$ cat config.mk
export PLATFORM = sky130hd
export DESIGN_NAME = spc_core
export DESIGN_NICKNAME = d
export VERILOG_FILES = /design/src/rtl/spc_pkg.sv /design/src/rtl/spc_core.sv /design/src/rtl/spc_ret_stack.sv
export SDC_FILE = /design/constraint.sdc
export NUM_CORES = 1
export LEC_CHECK = 0
export BUFFER_PORTS_ARGS = -buffer_cell sky130_fd_sc_hd__buf_2
export CORE_ASPECT_RATIO = 1.2
export CORE_MARGIN = 2
export CORE_UTILIZATION = 45
export CTS_CLUSTER_SIZE = 10
export DETAILED_ROUTE_END_ITERATION = 10
export PLACE_DENSITY = 0.76
export RECOVER_POWER = 100
export SLEW_MARGIN = 40
export SYNTH_ARGS = -nofsm -noshare
export SYNTH_HDL_FRONTEND = slang
export SYNTH_SLANG_ARGS = --single-unit
$ cat constraint.sdc
create_clock -name clk -period 3.45 [get_ports clk]
set_input_delay 0.345 -clock clk [delete_from_list [all_inputs] [get_ports clk]]
set_output_delay 0.345 -clock clk [all_outputs]
set_load 0.005 [all_outputs]
$ cat src/rtl/spc_pkg.sv
// Package with register offsets, field positions and widths for the status/counter unit
package spc_pkg;
	// APB register byte addresses (word aligned)
	localparam logic [11:0] SPC_ADDR_STATUS_B0 = 12'h00C; // Status, bank 0 window
	localparam logic [11:0] SPC_ADDR_STATUS_B1 = 12'h20C; // Status, bank 1 window
	localparam logic [11:0] SPC_ADDR_PTR_LOW = 12'h008; // Program pointer low byte
	localparam logic [11:0] SPC_ADDR_UPPER_HOLD = 12'h028; // Upper holding register
	localparam logic [11:0] SPC_ADDR_BANK = 12'h040; // Selected bank, read only
	// Printed data-space indices of the status register
	localparam logic [7:0] SPC_IDX_STATUS_B0 = 8'h03;
	localparam logic [7:0] SPC_IDX_STATUS_B1 = 8'h83;
	// Status field positions
	localparam int SPC_BIT_IND_PAGE = 7;
	localparam int SPC_BIT_BANK_HI = 6;
	localparam int SPC_BIT_BANK_LO = 5;
	localparam int SPC_BIT_WDOG = 4;
	localparam int SPC_BIT_LOWPWR = 3;
	localparam int SPC_BIT_ZERO = 2;
	localparam int SPC_BIT_NIBBLE = 1;
	localparam int SPC_BIT_MSB = 0;
	// Widths
	localparam int SPC_PC_W = 13;
	localparam int SPC_JUMP_W = 11;
	localparam int SPC_HOLD_W = 5;
	localparam int SPC_BANK_SIZE = 128;
	// Reset values
	localparam logic [7:0] SPC_STATUS_RST = 8'h18; // Both power flags set
	localparam logic [4:0] SPC_HOLD_RST = 5'h00;
	localparam logic [12:0] SPC_PC_RST = 13'h0000;
	// Flag update kinds from the execution core
	typedef enum logic [1:0] {
		SPC_FLAG_ADD,
		SPC_FLAG_SUB,
		SPC_FLAG_ROT,
		SPC_FLAG_LOGIC
	} spc_flag_e;
endpackage : spc_pkg

$ cat src/rtl/spc_core.sv
// Status register, program counter and return stack unit with APB access
// Functional notes
// - Status visible at two bank addresses
// - Bank bits 6:5 select 128-byte bank
// - Watchdog flag set by power/kick/sleep, cleared timeout
// - Low-power flag set power/kick, cleared sleep
// - Program counter is 13 bits
// - Low counter byte readable and writable
// - Upper counter bits only from holding register
// - Reset clears whole program counter
// - Low write copies holding bits 4:0 up
// - Jumps take top bits from holding 4:3
// - Eight by 13-bit stack outside address space
// - Stack pointer is hidden
// - Call or interrupt pushes counter
// - Returns pop top entry into counter
// - Push and pop leave holding register
// - Stack wraps circularly
// - No overflow or underflow indication
// - Flag results override written flag bits
// - Power flags ignore software writes
//
// Decided for this implementation: the APB register port.
module spc_core #(
	parameter int STACK_DEPTH = 8 // Return stack levels
) (
	input wire logic clk, // Core clock, 25 MHz
	input wire logic rst_b, // Async reset, active low
	input wire logic psel, // APB select
	input wire logic penable, // APB access phase
	input wire logic pwrite, // APB direction
	input wire logic [11:0] paddr, // APB byte address
	input wire logic [31:0] pwdata, // APB write data
	output logic [31:0] prdata, // APB read data
	output logic pready, // APB ready
	output logic pslverr, // APB error, unmapped address
	input wire logic step, // Sequential advance of the counter
	input wire logic jump, // Direct jump
	input wire logic call, // Subroutine jump
	input wire logic irq_vector, // Interrupt branch
	input wire logic [spc_pkg::SPC_PC_W-1:0] vector_addr, // Interrupt vector address
	input wire logic [spc_pkg::SPC_JUMP_W-1:0] jump_target, // Embedded target field
	input wire logic ret, // Subroutine, literal or interrupt exit
	input wire logic kick_op, // Watchdog kick executed
	input wire logic sleep_op, // Sleep executed
	input wire logic wdog_timeout, // Watchdog time-out event
	input wire logic flag_upd, // Instruction updates flags
	input wire logic [1:0] flag_kind, // Add, sub, rotate or logic
	input wire logic [8:0] flag_res, // Result with carry in bit 8
	input wire logic nib_carry, // Carry from low nibble
	input wire logic rot_out, // Bit shifted out by rotate
	output logic [spc_pkg::SPC_PC_W-1:0] pc, // Program counter
	output logic [7:0] cpu_status, // Status register
	output logic [1:0] bank_sel, // Selected data bank
	output logic [8:0] bank_base // Direct bank base address bits 8:0
);
	import spc_pkg::*;

	typedef struct packed {
		logic [7:0] status;
		logic [SPC_PC_W-1:0] pc;
		logic [SPC_HOLD_W-1:0] hold;
		logic [31:0] rdata;
		logic err;
	} spc_core_s;

	spc_core_s cur;
	spc_core_s next_cur;
	logic [SPC_PC_W-1:0] stack_top;
	logic do_push;
	logic apb_setup;
	logic apb_wr;
	logic apb_rd;

	initial begin
		if (STACK_DEPTH != 8) $error("Only an eight-level stack is supported");
	end

	// Address decode shared by read and write paths
	function automatic logic is_status(input logic [11:0] a);
		return (a == SPC_ADDR_STATUS_B0) || (a == SPC_ADDR_STATUS_B1);
	endfunction

	function automatic logic is_mapped(input logic [11:0] a);
		return is_status(a) || a == SPC_ADDR_PTR_LOW || a == SPC_ADDR_UPPER_HOLD
			|| a == SPC_ADDR_BANK;
	endfunction

	assign apb_setup = psel && !penable;
	assign apb_wr = psel && penable && pwrite && is_mapped(paddr);
	assign apb_rd = apb_setup && !pwrite;
	assign do_push = call || irq_vector;

	spc_ret_stack #(
		.DEPTH(STACK_DEPTH),
		.WIDTH(SPC_PC_W)
	) u_stack (
		.clk(clk),
		.rst_b(rst_b),
		.push(do_push),
		.push_data(cur.pc),
		.pop(ret),
		.top_data(stack_top)
	);

	// Next-state logic; core events other than step win over software writes in the same cycle
	always_comb begin
		next_cur = cur;
		next_cur.err = 1'b0;
		// Read data captured in setup so the access phase completes at once
		if (apb_rd) begin
			next_cur.rdata = 32'h0000_0000;
			next_cur.err = !is_mapped(paddr);
			if (is_status(paddr)) begin
				next_cur.rdata[7:0] = cur.status;
			end else if (paddr == SPC_ADDR_PTR_LOW) begin
				next_cur.rdata[7:0] = cur.pc[7:0];
			end else if (paddr == SPC_ADDR_UPPER_HOLD) begin
				next_cur.rdata[SPC_HOLD_W-1:0] = cur.hold;
			end else if (paddr == SPC_ADDR_BANK) begin
				next_cur.rdata[1:0] = bank_sel;
			end
		end else if (apb_setup) begin
			next_cur.err = !is_mapped(paddr);
		end
		// Software writes; upper counter bits never written directly
		if (apb_wr) begin
			if (is_status(paddr)) begin
				next_cur.status[SPC_BIT_IND_PAGE] = pwdata[SPC_BIT_IND_PAGE];
				next_cur.status[SPC_BIT_BANK_HI] = pwdata[SPC_BIT_BANK_HI];
				next_cur.status[SPC_BIT_BANK_LO] = pwdata[SPC_BIT_BANK_LO];
				// Power flags keep their value on software writes
				next_cur.status[SPC_BIT_ZERO] = pwdata[SPC_BIT_ZERO];
				next_cur.status[SPC_BIT_NIBBLE] = pwdata[SPC_BIT_NIBBLE];
				next_cur.status[SPC_BIT_MSB] = pwdata[SPC_BIT_MSB];
			end else if (paddr == SPC_ADDR_PTR_LOW) begin
				next_cur.pc = {cur.hold, pwdata[7:0]};
			end else if (paddr == SPC_ADDR_UPPER_HOLD) begin
				next_cur.hold = pwdata[SPC_HOLD_W-1:0];
			end
		end
		// Flag results override any written value of the same bits
		if (flag_upd) begin
			next_cur.status[SPC_BIT_ZERO] = (flag_res[7:0] == 8'h00);
			if (flag_kind == SPC_FLAG_ADD) begin
				next_cur.status[SPC_BIT_MSB] = flag_res[8];
				next_cur.status[SPC_BIT_NIBBLE] = nib_carry;
			end else if (flag_kind == SPC_FLAG_SUB) begin
				// Carry is not-borrow: the core adds the two's complement
				next_cur.status[SPC_BIT_MSB] = flag_res[8];
				next_cur.status[SPC_BIT_NIBBLE] = nib_carry;
			end else if (flag_kind == SPC_FLAG_ROT) begin
				next_cur.status[SPC_BIT_ZERO] = cur.status[SPC_BIT_ZERO];
				next_cur.status[SPC_BIT_MSB] = rot_out;
			end
		end
		// Power event flags; timeout wins over kick
		if (kick_op) begin
			next_cur.status[SPC_BIT_WDOG] = 1'b1;
			next_cur.status[SPC_BIT_LOWPWR] = 1'b1;
		end
		if (sleep_op) begin
			next_cur.status[SPC_BIT_WDOG] = 1'b1;
			next_cur.status[SPC_BIT_LOWPWR] = 1'b0;
		end
		if (wdog_timeout) begin
			next_cur.status[SPC_BIT_WDOG] = 1'b0;
		end
		// Program flow; pushes and pops never touch the holding register
		if (ret) begin
			next_cur.pc = stack_top;
		end else if (irq_vector) begin
			next_cur.pc = vector_addr;
		end else if (jump || call) begin
			next_cur.pc = {cur.hold[SPC_HOLD_W-1:SPC_HOLD_W-2], jump_target};
		end else if (step && !(apb_wr && paddr == SPC_ADDR_PTR_LOW)) begin
			next_cur.pc = cur.pc + SPC_PC_W'(1);
		end
	end

	// Reset clears counter and sets both power flags
	always_ff @(posedge clk or negedge rst_b) begin
		if (!rst_b) begin
			cur.status <= SPC_STATUS_RST;
			cur.pc <= SPC_PC_RST;
			cur.hold <= SPC_HOLD_RST;
			cur.rdata <= 32'h0000_0000;
			cur.err <= 1'b0;
		end else begin
			cur <= next_cur;
		end
	end

	// Stack pointer has no port and no address: it stays hidden
	assign pc = cur.pc;
	assign cpu_status = cur.status;
	assign bank_sel = cur.status[SPC_BIT_BANK_HI:SPC_BIT_BANK_LO];
	assign bank_base = {bank_sel, 7'h00};
	assign prdata = cur.rdata;
	assign pready = 1'b1;
	assign pslverr = psel && penable && cur.err;

	property p_ptr_low_write;
		@(posedge clk) disable iff (!rst_b)
		(apb_wr && paddr == SPC_ADDR_PTR_LOW && !ret && !jump && !call && !irq_vector)
			|=> (pc == {$past(cur.hold), $past(pwdata[7:0])});
	endproperty
	a_ptr_low_write: assert property (p_ptr_low_write) else $error("low write load wrong");

	property p_jump;
		@(posedge clk) disable iff (!rst_b)
		((jump || call) && !ret && !irq_vector)
			|=> (pc[12:11] == $past(cur.hold[4:3]) && pc[10:0] == $past(jump_target));
	endproperty
	a_jump: assert property (p_jump) else $error("jump target wrong");

	property p_call_ret;
		@(posedge clk) disable iff (!rst_b)
		(call && !ret && !irq_vector) ##1 (!call && !ret && !irq_vector)
			##1 (ret && !call && !irq_vector) |=> (pc == $past(pc, 3));
	endproperty
	a_call_ret: assert property (p_call_ret) else $error("return address wrong");

	property p_hold_kept;
		@(posedge clk) disable iff (!rst_b)
		(do_push || ret) && !apb_wr |=> $stable(cur.hold);
	endproperty
	a_hold_kept: assert property (p_hold_kept) else $error("holding register changed");

	property p_timeout;
		@(posedge clk) disable iff (!rst_b)
		wdog_timeout |=> !cpu_status[SPC_BIT_WDOG];
	endproperty
	a_timeout: assert property (p_timeout) else $error("timeout flag not cleared");

	property p_sleep;
		@(posedge clk) disable iff (!rst_b)
		sleep_op && !wdog_timeout |=> cpu_status[4:3] == 2'b10;
	endproperty
	a_sleep: assert property (p_sleep) else $error("sleep flags wrong");

	property p_pwr_wr;
		@(posedge clk) disable iff (!rst_b)
		apb_wr && is_status(paddr) && !kick_op && !sleep_op && !wdog_timeout
			|=> $stable(cpu_status[4:3]);
	endproperty
	a_pwr_wr: assert property (p_pwr_wr) else $error("power flags written");

	property p_zero;
		@(posedge clk) disable iff (!rst_b)
		flag_upd && flag_kind != SPC_FLAG_ROT
			|=> cpu_status[SPC_BIT_ZERO] == ($past(flag_res[7:0]) == 8'h00);
	endproperty
	a_zero: assert property (p_zero) else $error("zero flag wrong");

	property p_bank;
		@(posedge clk) disable iff (!rst_b)
		bank_base == 9'(bank_sel) * 9'(SPC_BANK_SIZE);
	endproperty
	a_bank: assert property (p_bank) else $error("bank base wrong");

	property p_status_rd;
		@(posedge clk) disable iff (!rst_b)
		apb_rd && is_status(paddr) |=> prdata[7:0] == $past(cpu_status);
	endproperty
	a_status_rd: assert property (p_status_rd) else $error("status read wrong");

	property p_status_wr;
		@(posedge clk) disable iff (!rst_b)
		apb_wr && is_status(paddr) |=> cpu_status[SPC_BIT_IND_PAGE:SPC_BIT_BANK_LO]
			== $past(pwdata[SPC_BIT_IND_PAGE:SPC_BIT_BANK_LO]);
	endproperty
	a_status_wr: assert property (p_status_wr) else $error("bank bits not written");

	property p_low_rd;
		@(posedge clk) disable iff (!rst_b)
		apb_rd && paddr == SPC_ADDR_PTR_LOW |=> prdata[7:0] == $past(pc[7:0]);
	endproperty
	a_low_rd: assert property (p_low_rd) else $error("low byte read wrong");

	property p_step;
		@(posedge clk) disable iff (!rst_b)
		step && !ret && !irq_vector && !jump && !call
			&& !(apb_wr && paddr == SPC_ADDR_PTR_LOW) |=> pc == $past(pc) + SPC_PC_W'(1);
	endproperty
	a_step: assert property (p_step) else $error("counter did not advance");

	property p_pc_still;
		@(posedge clk) disable iff (!rst_b)
		!step && !ret && !irq_vector && !jump && !call
			&& !(apb_wr && paddr == SPC_ADDR_PTR_LOW) |=> $stable(pc);
	endproperty
	a_pc_still: assert property (p_pc_still) else $error("counter moved on its own");

	property p_irq;
		@(posedge clk) disable iff (!rst_b)
		irq_vector && !ret |=> pc == $past(vector_addr);
	endproperty
	a_irq: assert property (p_irq) else $error("vector not taken");

	property p_ret_top;
		@(posedge clk) disable iff (!rst_b)
		ret |=> pc == $past(stack_top);
	endproperty
	a_ret_top: assert property (p_ret_top) else $error("pop did not load counter");

	property p_kick;
		@(posedge clk) disable iff (!rst_b)
		kick_op && !sleep_op && !wdog_timeout
			|=> cpu_status[SPC_BIT_WDOG:SPC_BIT_LOWPWR] == 2'b11;
	endproperty
	a_kick: assert property (p_kick) else $error("kick flags wrong");

	property p_pwr_quiet;
		@(posedge clk) disable iff (!rst_b)
		!kick_op && !sleep_op && !wdog_timeout
			|=> $stable(cpu_status[SPC_BIT_WDOG:SPC_BIT_LOWPWR]);
	endproperty
	a_pwr_quiet: assert property (p_pwr_quiet) else $error("power flags moved");

	property p_add;
		@(posedge clk) disable iff (!rst_b)
		flag_upd && flag_kind == SPC_FLAG_ADD
			|=> cpu_status[SPC_BIT_NIBBLE:SPC_BIT_MSB] == {$past(nib_carry), $past(flag_res[8])};
	endproperty
	a_add: assert property (p_add) else $error("add carries wrong");

	property p_sub;
		@(posedge clk) disable iff (!rst_b)
		flag_upd && flag_kind == SPC_FLAG_SUB
			|=> cpu_status[SPC_BIT_NIBBLE:SPC_BIT_MSB] == {$past(nib_carry), $past(flag_res[8])};
	endproperty
	a_sub: assert property (p_sub) else $error("borrow flags wrong");

	property p_rot;
		@(posedge clk) disable iff (!rst_b)
		flag_upd && flag_kind == SPC_FLAG_ROT
			|=> cpu_status[SPC_BIT_MSB] == $past(rot_out) && $stable(cpu_status[SPC_BIT_ZERO]);
	endproperty
	a_rot: assert property (p_rot) else $error("rotate flag wrong");

	property p_logic;
		@(posedge clk) disable iff (!rst_b)
		flag_upd && flag_kind == SPC_FLAG_LOGIC && !(apb_wr && is_status(paddr))
			|=> $stable(cpu_status[SPC_BIT_NIBBLE:SPC_BIT_MSB]);
	endproperty
	a_logic: assert property (p_logic) else $error("logic op touched carries");
endmodule // spc_core

$ cat src/rtl/spc_ret_stack.sv
// Circular hardware return stack with a hidden pointer
module spc_ret_stack #(
	parameter int DEPTH = 8, // Number of entries
	parameter int WIDTH = 13 // Entry width
) (
	input wire logic clk, // Core clock
	input wire logic rst_b, // Async reset, active low
	input wire logic push, // Store push_data on top
	input wire logic [WIDTH-1:0] push_data, // Address to save
	input wire logic pop, // Remove top entry
	output logic [WIDTH-1:0] top_data // Current top entry
);
	localparam int PW = $clog2(DEPTH);

	typedef struct packed {
		logic [PW-1:0] ptr;
	} spc_stk_s;

	spc_stk_s cur;
	spc_stk_s next_cur;
	logic [WIDTH-1:0] mem [DEPTH];

	initial begin
		if (DEPTH < 2 || (1 << PW) != DEPTH) $error("DEPTH must be a power of two");
	end

	// Pointer wraps silently in both directions, no overflow flag exists
	always_comb begin
		next_cur = cur;
		if (push && !pop) begin
			next_cur.ptr = cur.ptr + PW'(1);
		end else if (pop && !push) begin
			next_cur.ptr = cur.ptr - PW'(1);
		end
	end

	always_ff @(posedge clk or negedge rst_b) begin
		if (!rst_b) begin
			cur <= '0;
		end else begin
			cur <= next_cur;
		end
	end

	// Storage needs no reset; a ninth push overwrites the oldest slot
	always_ff @(posedge clk) begin
		if (push) begin
			mem[push && pop ? cur.ptr - PW'(1) : cur.ptr] <= push_data;
		end
	end

	assign top_data = mem[cur.ptr - PW'(1)];

	property p_wrap;
		@(posedge clk) disable iff (!rst_b)
		(push && !pop) |=> (cur.ptr == $past(cur.ptr) + PW'(1));
	endproperty
	a_wrap: assert property (p_wrap) else $error("stack pointer did not advance");
endmodule // spc_ret_stack

==> metrics.txt, run 1 <==
clock sinks approximately 140; Tcrit/Tclk final 79.7%; TritonCTS clock tree yes; fraction of registers with async set or reset after synthesis between 20% and 30%; die span in x between 100 and 150 um; PwrDens 882 mW/mm^2; initial antenna violation count 0; Post-CTS Resized 0; endpoints failing hold 0; most common cell in the netlist edfxtp_1; Storage cell area approximately 0.0041 mm^2; Starting Density approximately 46%; fillers between 1000 and 1500; diode count 0; WL final 17.2 mm; post-route ant nets 0; final worst slack around 0.7 ns; synth warn 0; critical-path maximum fanout 14; Setup Skew between 0.005 and 0.006 ns; failing checks max-capacitance violations, max-slew violations; CP Launch Type register; Clk pin slew, worst setup/hold paths about 0.06 ns; Setup CP Type reg2reg; Max-cap violations 1; Via density ~5.8; Total GRT Usage roughly a fifth; Cell Rows 50; Worst EP required about 3.6 ns; maximum operating frequency around 0.36 GHz; I/O Buffers ~100; Layout Cells excl Fill about 850; total CTS buffers 17; Die H 141 um; drt pass-1 iters 5; cell count after placement 817; Area growth, synth to finish 13.8%; drt drc 0; multi-input combinational cell area roughly 0.0024 mm^2; Slew Limit Fails 39; routed via count 4883; worst min path class in2reg; Avg WL per Cell between 20 and 25 um; I/O Pins around 160; total design power between 7 and 8 mW; top cells by count, synth 104 x edfxtp_1, 67 x buf_4, 50 x nand2_1; Core Region 0.0155 mm^2; worst relative slew slack -46.5%; Synth area leaders edfxtp_1 44%, dfrtp_1 13%, mux4_2 8.3%; crit path capture type register; worst-margin pin slew approximately 2.2 ns; setup bufs post-CTS 0; Synth top area share approximately 44%; clock root buffer clkbuf_16; area leader, netlist edfxtp_1; clock buffer depth 2; sequential cell area fraction in the yosys report roughly 58%; Netlist Area Pre-Place 0.00707 mm^2; number of global-route vias before repair roughly 4700; # setup viols final 0; Fin Setup TNS 0 ns; EDFF count, synth 104; placed wire-length estimate around 12 mm; largest net degree at the start of global routing 39; Yosys cell types 58; VDD IR max roughly 0.46 mV; dpl ws between 0.9 and 1 ns; clk_lat worst skew 0.42 ns; hold slack around 0.046 ns; area of the die roughly 0.017 mm^2; fraction of layout instances using a drive strength above 1 between 20% and 30%; top_reg_cell synth edfxtp_1; Critical Path AT around 2.9 ns; P_leak 3.13 nW; Yosys reg bits about 140; syn avg cell area approximately 13 um^2; gpl congestion about 0.9; total gr overflow 0; RSZ-0062 raised after global routing no; status complete, but fails checks; Mapped Cells 550; Nets roughly 730; first-pass GRT wire length 26.4 mm; H-tree levels 4; Hold Buf Count CTS 1; starting DRC count in detailed routing about 550; min Tclk post-route 2.75 ns
cells by family (layout without fill, tap and decap cells):
logic type / Yosys count / in the layout / synth area share (%)
DFF: 142 / 142 / 57.7
adders and majority gates: 5 / 5 / 0.885
buffers and inverters: 100 / 161 / 9.43
other: 2 / 32 / 0.106
AOI/OAI and AO/OA: 92 / 92 / 8.92
muxes: 38 / 38 / 10.1
xor gates and xnor gates: 15 / 15 / 1.86
and+or+nand+nor: 156 / 156 / 11.0
where the power goes:
group          internal [mW]  total, mW  leakage (nW)  switching, mW
combinational          0.957       2.23          1.42           1.28
clock                   1.21       1.92         0.289          0.707
sequential              2.52       2.94          1.42          0.429
total                   4.68       7.09          3.13           2.41
routing by layer:
metal  up-vias  GRT usage [%]  wire (um)
li1       2113              -          -
met1      2388           26.3       6470
met5         -              0          0
met3        50           4.22       1460
met2       332           36.0       8720
met4         0           8.21        553
worst max-delay path, cell delays in order (launching register included):
cell	delay, ns
dfrtp_2	0.36
inv_1	0.10
ha_1	0.73
clkbuf_1	0.46
mux2i_1	0.16
nand2b_1	0.23
nor2_1	0.12
buf_4	0.28
metrics by stage:
step / instance area [um^2] / utilization (%)
final: 8050 / 51.9
after CTS: 8090 / 52.1
after global routing: 8050 / 51.9
after global placement: 7460 / 48.1
after detailed placement: 7460 / 48.1
after floorplan: 7180 / -
path summary, 6_finish.rpt:
check | start | end | slack (ns) | cells past startpoint
max in group asynchronous | rst_b | u_stack.cur[0] | 0.90 | 2
worst max register to register | u_stack.cur[0] | u_stack.mem[4][2] | 0.70 | 7
worst max-delay path | u_stack.cur[0] | u_stack.mem[4][2] | 0.70 | 7
worst min-delay path | wdog_timeout | cpu_status[4] | 0.05 | 2
min in group asynchronous | rst_b | prdata[7] | 1.11 | 2
worst min register to register | prdata[6] | prdata[6] | 0.54 | 2
final cells by class:
type	instances	area share (%)
Sequential cell	142	50.7
Tap cell	208	3.23
Inverter	8	0.373
Timing Repair Buffer	122	7.77
Clock inverter	13	2.36
Clock buffer	18	5.33
Multi-Input combinational cell	338	30.2
flip-flops by register name, indices dropped and copies added (netlist names):
| signal | count |
|---|---|
| pc | 13 |
| cpu_status | 8 |
| u_stack.cur | 3 |
| cur | 6 |
| prdata | 8 |
| u_stack.mem | 104 |
placed cells by master, fill, tap and decap left out, types with 3 or more instances in the layout:
cell type,count
bufinv_16,4
a32o_1,3
ha_1,5
a31oi_1,8
a21oi_1,33
conb_1,32
and4_1,3
a32oi_1,3
buf_4,14
nor3_1,10
a221o_1,4
nor2_1,49
o21ai_0,10
nand3_1,13
nor4_1,4
edfxtp_1,104
clkbuf_16,17
mux4_2,26
clkinvlp_4,4
xnor2_1,5
dfrtp_1,35
xor2_1,10
a211oi_1,4
a22o_1,3
and3_1,5
clkinv_4,3
nand2_1,50
a22oi_1,7
mux2_2,8
a222oi_1,4
nor2b_1,4
nand2b_1,3
inv_1,8
clkbuf_1,20
buf_2,86
mux2i_1,4
nor3b_1,3
nand4_1,3
No activity file was read; power rests on OpenSTA's default activity.
==> inputs of run 2 (changes only) <==
Settings changed: PLACE_DENSITY 0.76 to 0.79.
Clock period 3.45 ns to 2.4 ns, I/O delays scaled along.
==> metrics.txt, run 2 (same netlist as run 1, synthesis figures left out) <==
Setup Skew 0.00519 ns (was 0.00572 ns); commonest non-fill, non-tap cell in the layout edfxtp_1 (unchanged); first-pass GRT wire length 27.5 mm (was 26.4 mm); worst-margin pin slew 1.00 ns (was 2.20 ns); Total GRT Usage 21.7% (was 21.0%); fillers 1289 (was 1283); VDD IR max 0.820 mV (was 0.459 mV); Post-CTS Resized 0 (unchanged); total CTS buffers 17 (unchanged); Cell Rows 50 (unchanged); Clk pin slew, worst setup/hold paths 0.06 ns (about the same); clock sinks 142 (unchanged); Worst path max stage delay 0.41 ns (was 0.73 ns); placed wire-length estimate 12.1 mm (was 11.9 mm); clock root buffer clkbuf_16 (unchanged); drt drc 0 (unchanged); TritonCTS clock tree yes (unchanged); gpl congestion 0.899 (was 0.913); Area growth, synth to finish 15.5% (was 13.8%); CP Buf/Inv Count 2 (was 3); starting DRC count in detailed routing 585 (was 547); crit-path leading delay family compound AO/OA/AOI/OAI gates (was buffers and inverters); most frequent cells in the layout 104 x edfxtp_1, 86 x buf_2, 49 x nand2_1, 41 x nor2_1, 35 x dfrtp_1 (was 104 x edfxtp_1, 86 x buf_2, 50 x nand2_1, 49 x nor2_1, 35 x dfrtp_1); cell count after placement 827 (was 817); Critical Path AT 2.59 ns (was 2.85 ns); Tcrit/Tclk final 94.3% (was 79.7%); endpoints failing hold 0 (unchanged); Avg WL per Cell 20.4 um (was 20.3 um); Starting Density 45.6% (unchanged); largest net degree at the start of global routing 39 (unchanged); fraction of layout instances using a drive strength above 1 29.4% (was 27.6%); clk_lat worst skew 0.42 ns (about the same); Core Region 0.0155 mm^2 (unchanged); Nets 741 (was 729); die span in x 118 um (unchanged); crit path cell chain inv_1 > ha_1 > clkbuf_2 > mux4_2 > nand2_1 > a31oi_1 > o21ai_0 > a31oi_1 (was inv_1 > ha_1 > clkbuf_1 > mux2i_1 > nand2b_1 > nor2_1 > buf_4); initial antenna violation count 0 (unchanged); setup bufs post-CTS 0 (unchanged); number of global-route vias before repair 4928 (was 4694); Max-cap violations 0 (was 1); CP Launch Type register (unchanged); Setup CP Type reg2reg (unchanged); Slew Limit Fails 0 (was 39); dpl ws 0.0463 ns (was 0.967 ns); status completed (was complete, but fails checks); number of flip-flops in the largest register 104 (unchanged); I/O Pins 161 (unchanged); diode count 0 (unchanged); final core utilization 52.6% (was 51.9%); Via density 5.72 (was 5.75); P_leak 3.17 nW (was 3.13 nW); Largest Register u_stack.mem (unchanged); largest registers u_stack.mem: 104 flops, pc: 13 flops (unchanged); # setup viols final 0 (unchanged); drt pass-1 iters 5 (unchanged); Layout Cells excl Fill 862 (was 849); total design power 10.3 mW (was 7.09 mW); min Tclk post-route 2.26 ns (was 2.75 ns); final worst slack 0.136 ns (was 0.699 ns); cell mode on critical path a31oi_1; Worst EP required 2.73 ns (was 3.55 ns); PwrDens 1260 mW/mm^2 (was 882 mW/mm^2); critical-path maximum fanout 15 (was 14); H-tree levels 4 (unchanged); maximum operating frequency 0.442 GHz (was 0.363 GHz); routed via count 4932 (was 4883); Critical Path Slowest Stage Cell clkbuf_2 (was ha_1); post-route ant nets 0 (unchanged); crit path capture type register (unchanged); clock buffer depth 2 (unchanged); WL final 17.6 mm (was 17.2 mm); I/O Buffers 104 (unchanged); total gr overflow 0 (unchanged); worst relative slew slack 33.1% (was -46.5%); RSZ-0062 raised after global routing no (unchanged); Hold Buf Count CTS 3 (was 1); worst min path class in2reg (unchanged); area of the die 0.0167 mm^2 (unchanged); Die H 141 um (unchanged)
[run 2: cell types whose count changed in the layout (fill, tap and decap cells not counted), moves of 2 or more]
cell | previous run | this run
clkinv_2 | 1 | 4
clkbuf_2 | 1 | 7
buf_4 | 14 | 12
clkinvlp_4 | 4 | 2
dlygate4sd3_1 | 1 | 3
nor2_4 | 0 | 8
clkbuf_1 | 20 | 27
nor2_1 | 49 | 41
[run 2: metal layers]
| layer | track usage (%) | vias up | wire, um | part of all wire (%) |
|---|---|---|---|---|
| met5 | 0 | - | 0 | 0 |
| li1 | - | 2145 | - | - |
| met3 | 5.39 | 57 | 1420 | 8.0 |
| met2 | 37.1 | 329 | 8930 | 51 |
| met1 | 26.9 | 2401 | 6720 | 38 |
| met4 | 7.77 | 0 | 539 | 3.1 |
[run 2: where the power goes]
group | total (mW) | internal [mW] | switching, mW
Sequential | 4.05 | 3.62 | 0.426
Combinational | 3.62 | 1.49 | 2.13
Clock | 2.63 | 1.66 | 0.976
Total | 10.3 | 6.77 | 3.54
[run 2: final cells by class]
class	count	area (um^2)	share of cell area, %
clock buffer	21	450	5.52
clock inverter	11	143	1.75
inverter	8	30.0	0.368
multi-input combinational	338	2510	30.7
sequential	142	4080	49.9
tap	208	260	3.19
timing repair buffer	134	699	8.56
[run 2: metrics by stage]
stage | setup TNS, ns | area [um^2] | hold slack [ns]
after floorplan | -0.0317 | 7260 | -0.0556
after global placement | 0 | 7640 | 0.356
after detailed placement | 0 | 7640 | 0.369
after CTS | 0 | 8260 | 0.000197
after global routing | 0 | 8170 | 0.0189
final | 0 | 8170 | 0.0157
[run 2: path summary, 6_finish.rpt]
| check | from | endpoint | slack [ns] | cells after the start |
|---|---|---|---|---|
| setup / recovery | u_stack.cur[0] | pc[2] | 0.14 | 8 |
| hold / removal | penable | cur[0] | 0.02 | 2 |
| setup reg to reg | u_stack.cur[0] | pc[2] | 0.14 | 8 |
| hold reg to reg | u_stack.cur[1] | u_stack.cur[1] | 0.54 | 2 |
| max in group asynchronous | rst_b | u_stack.cur[0] | 1.23 | 2 |
| min in group asynchronous | rst_b | prdata[4] | 0.51 | 2 |
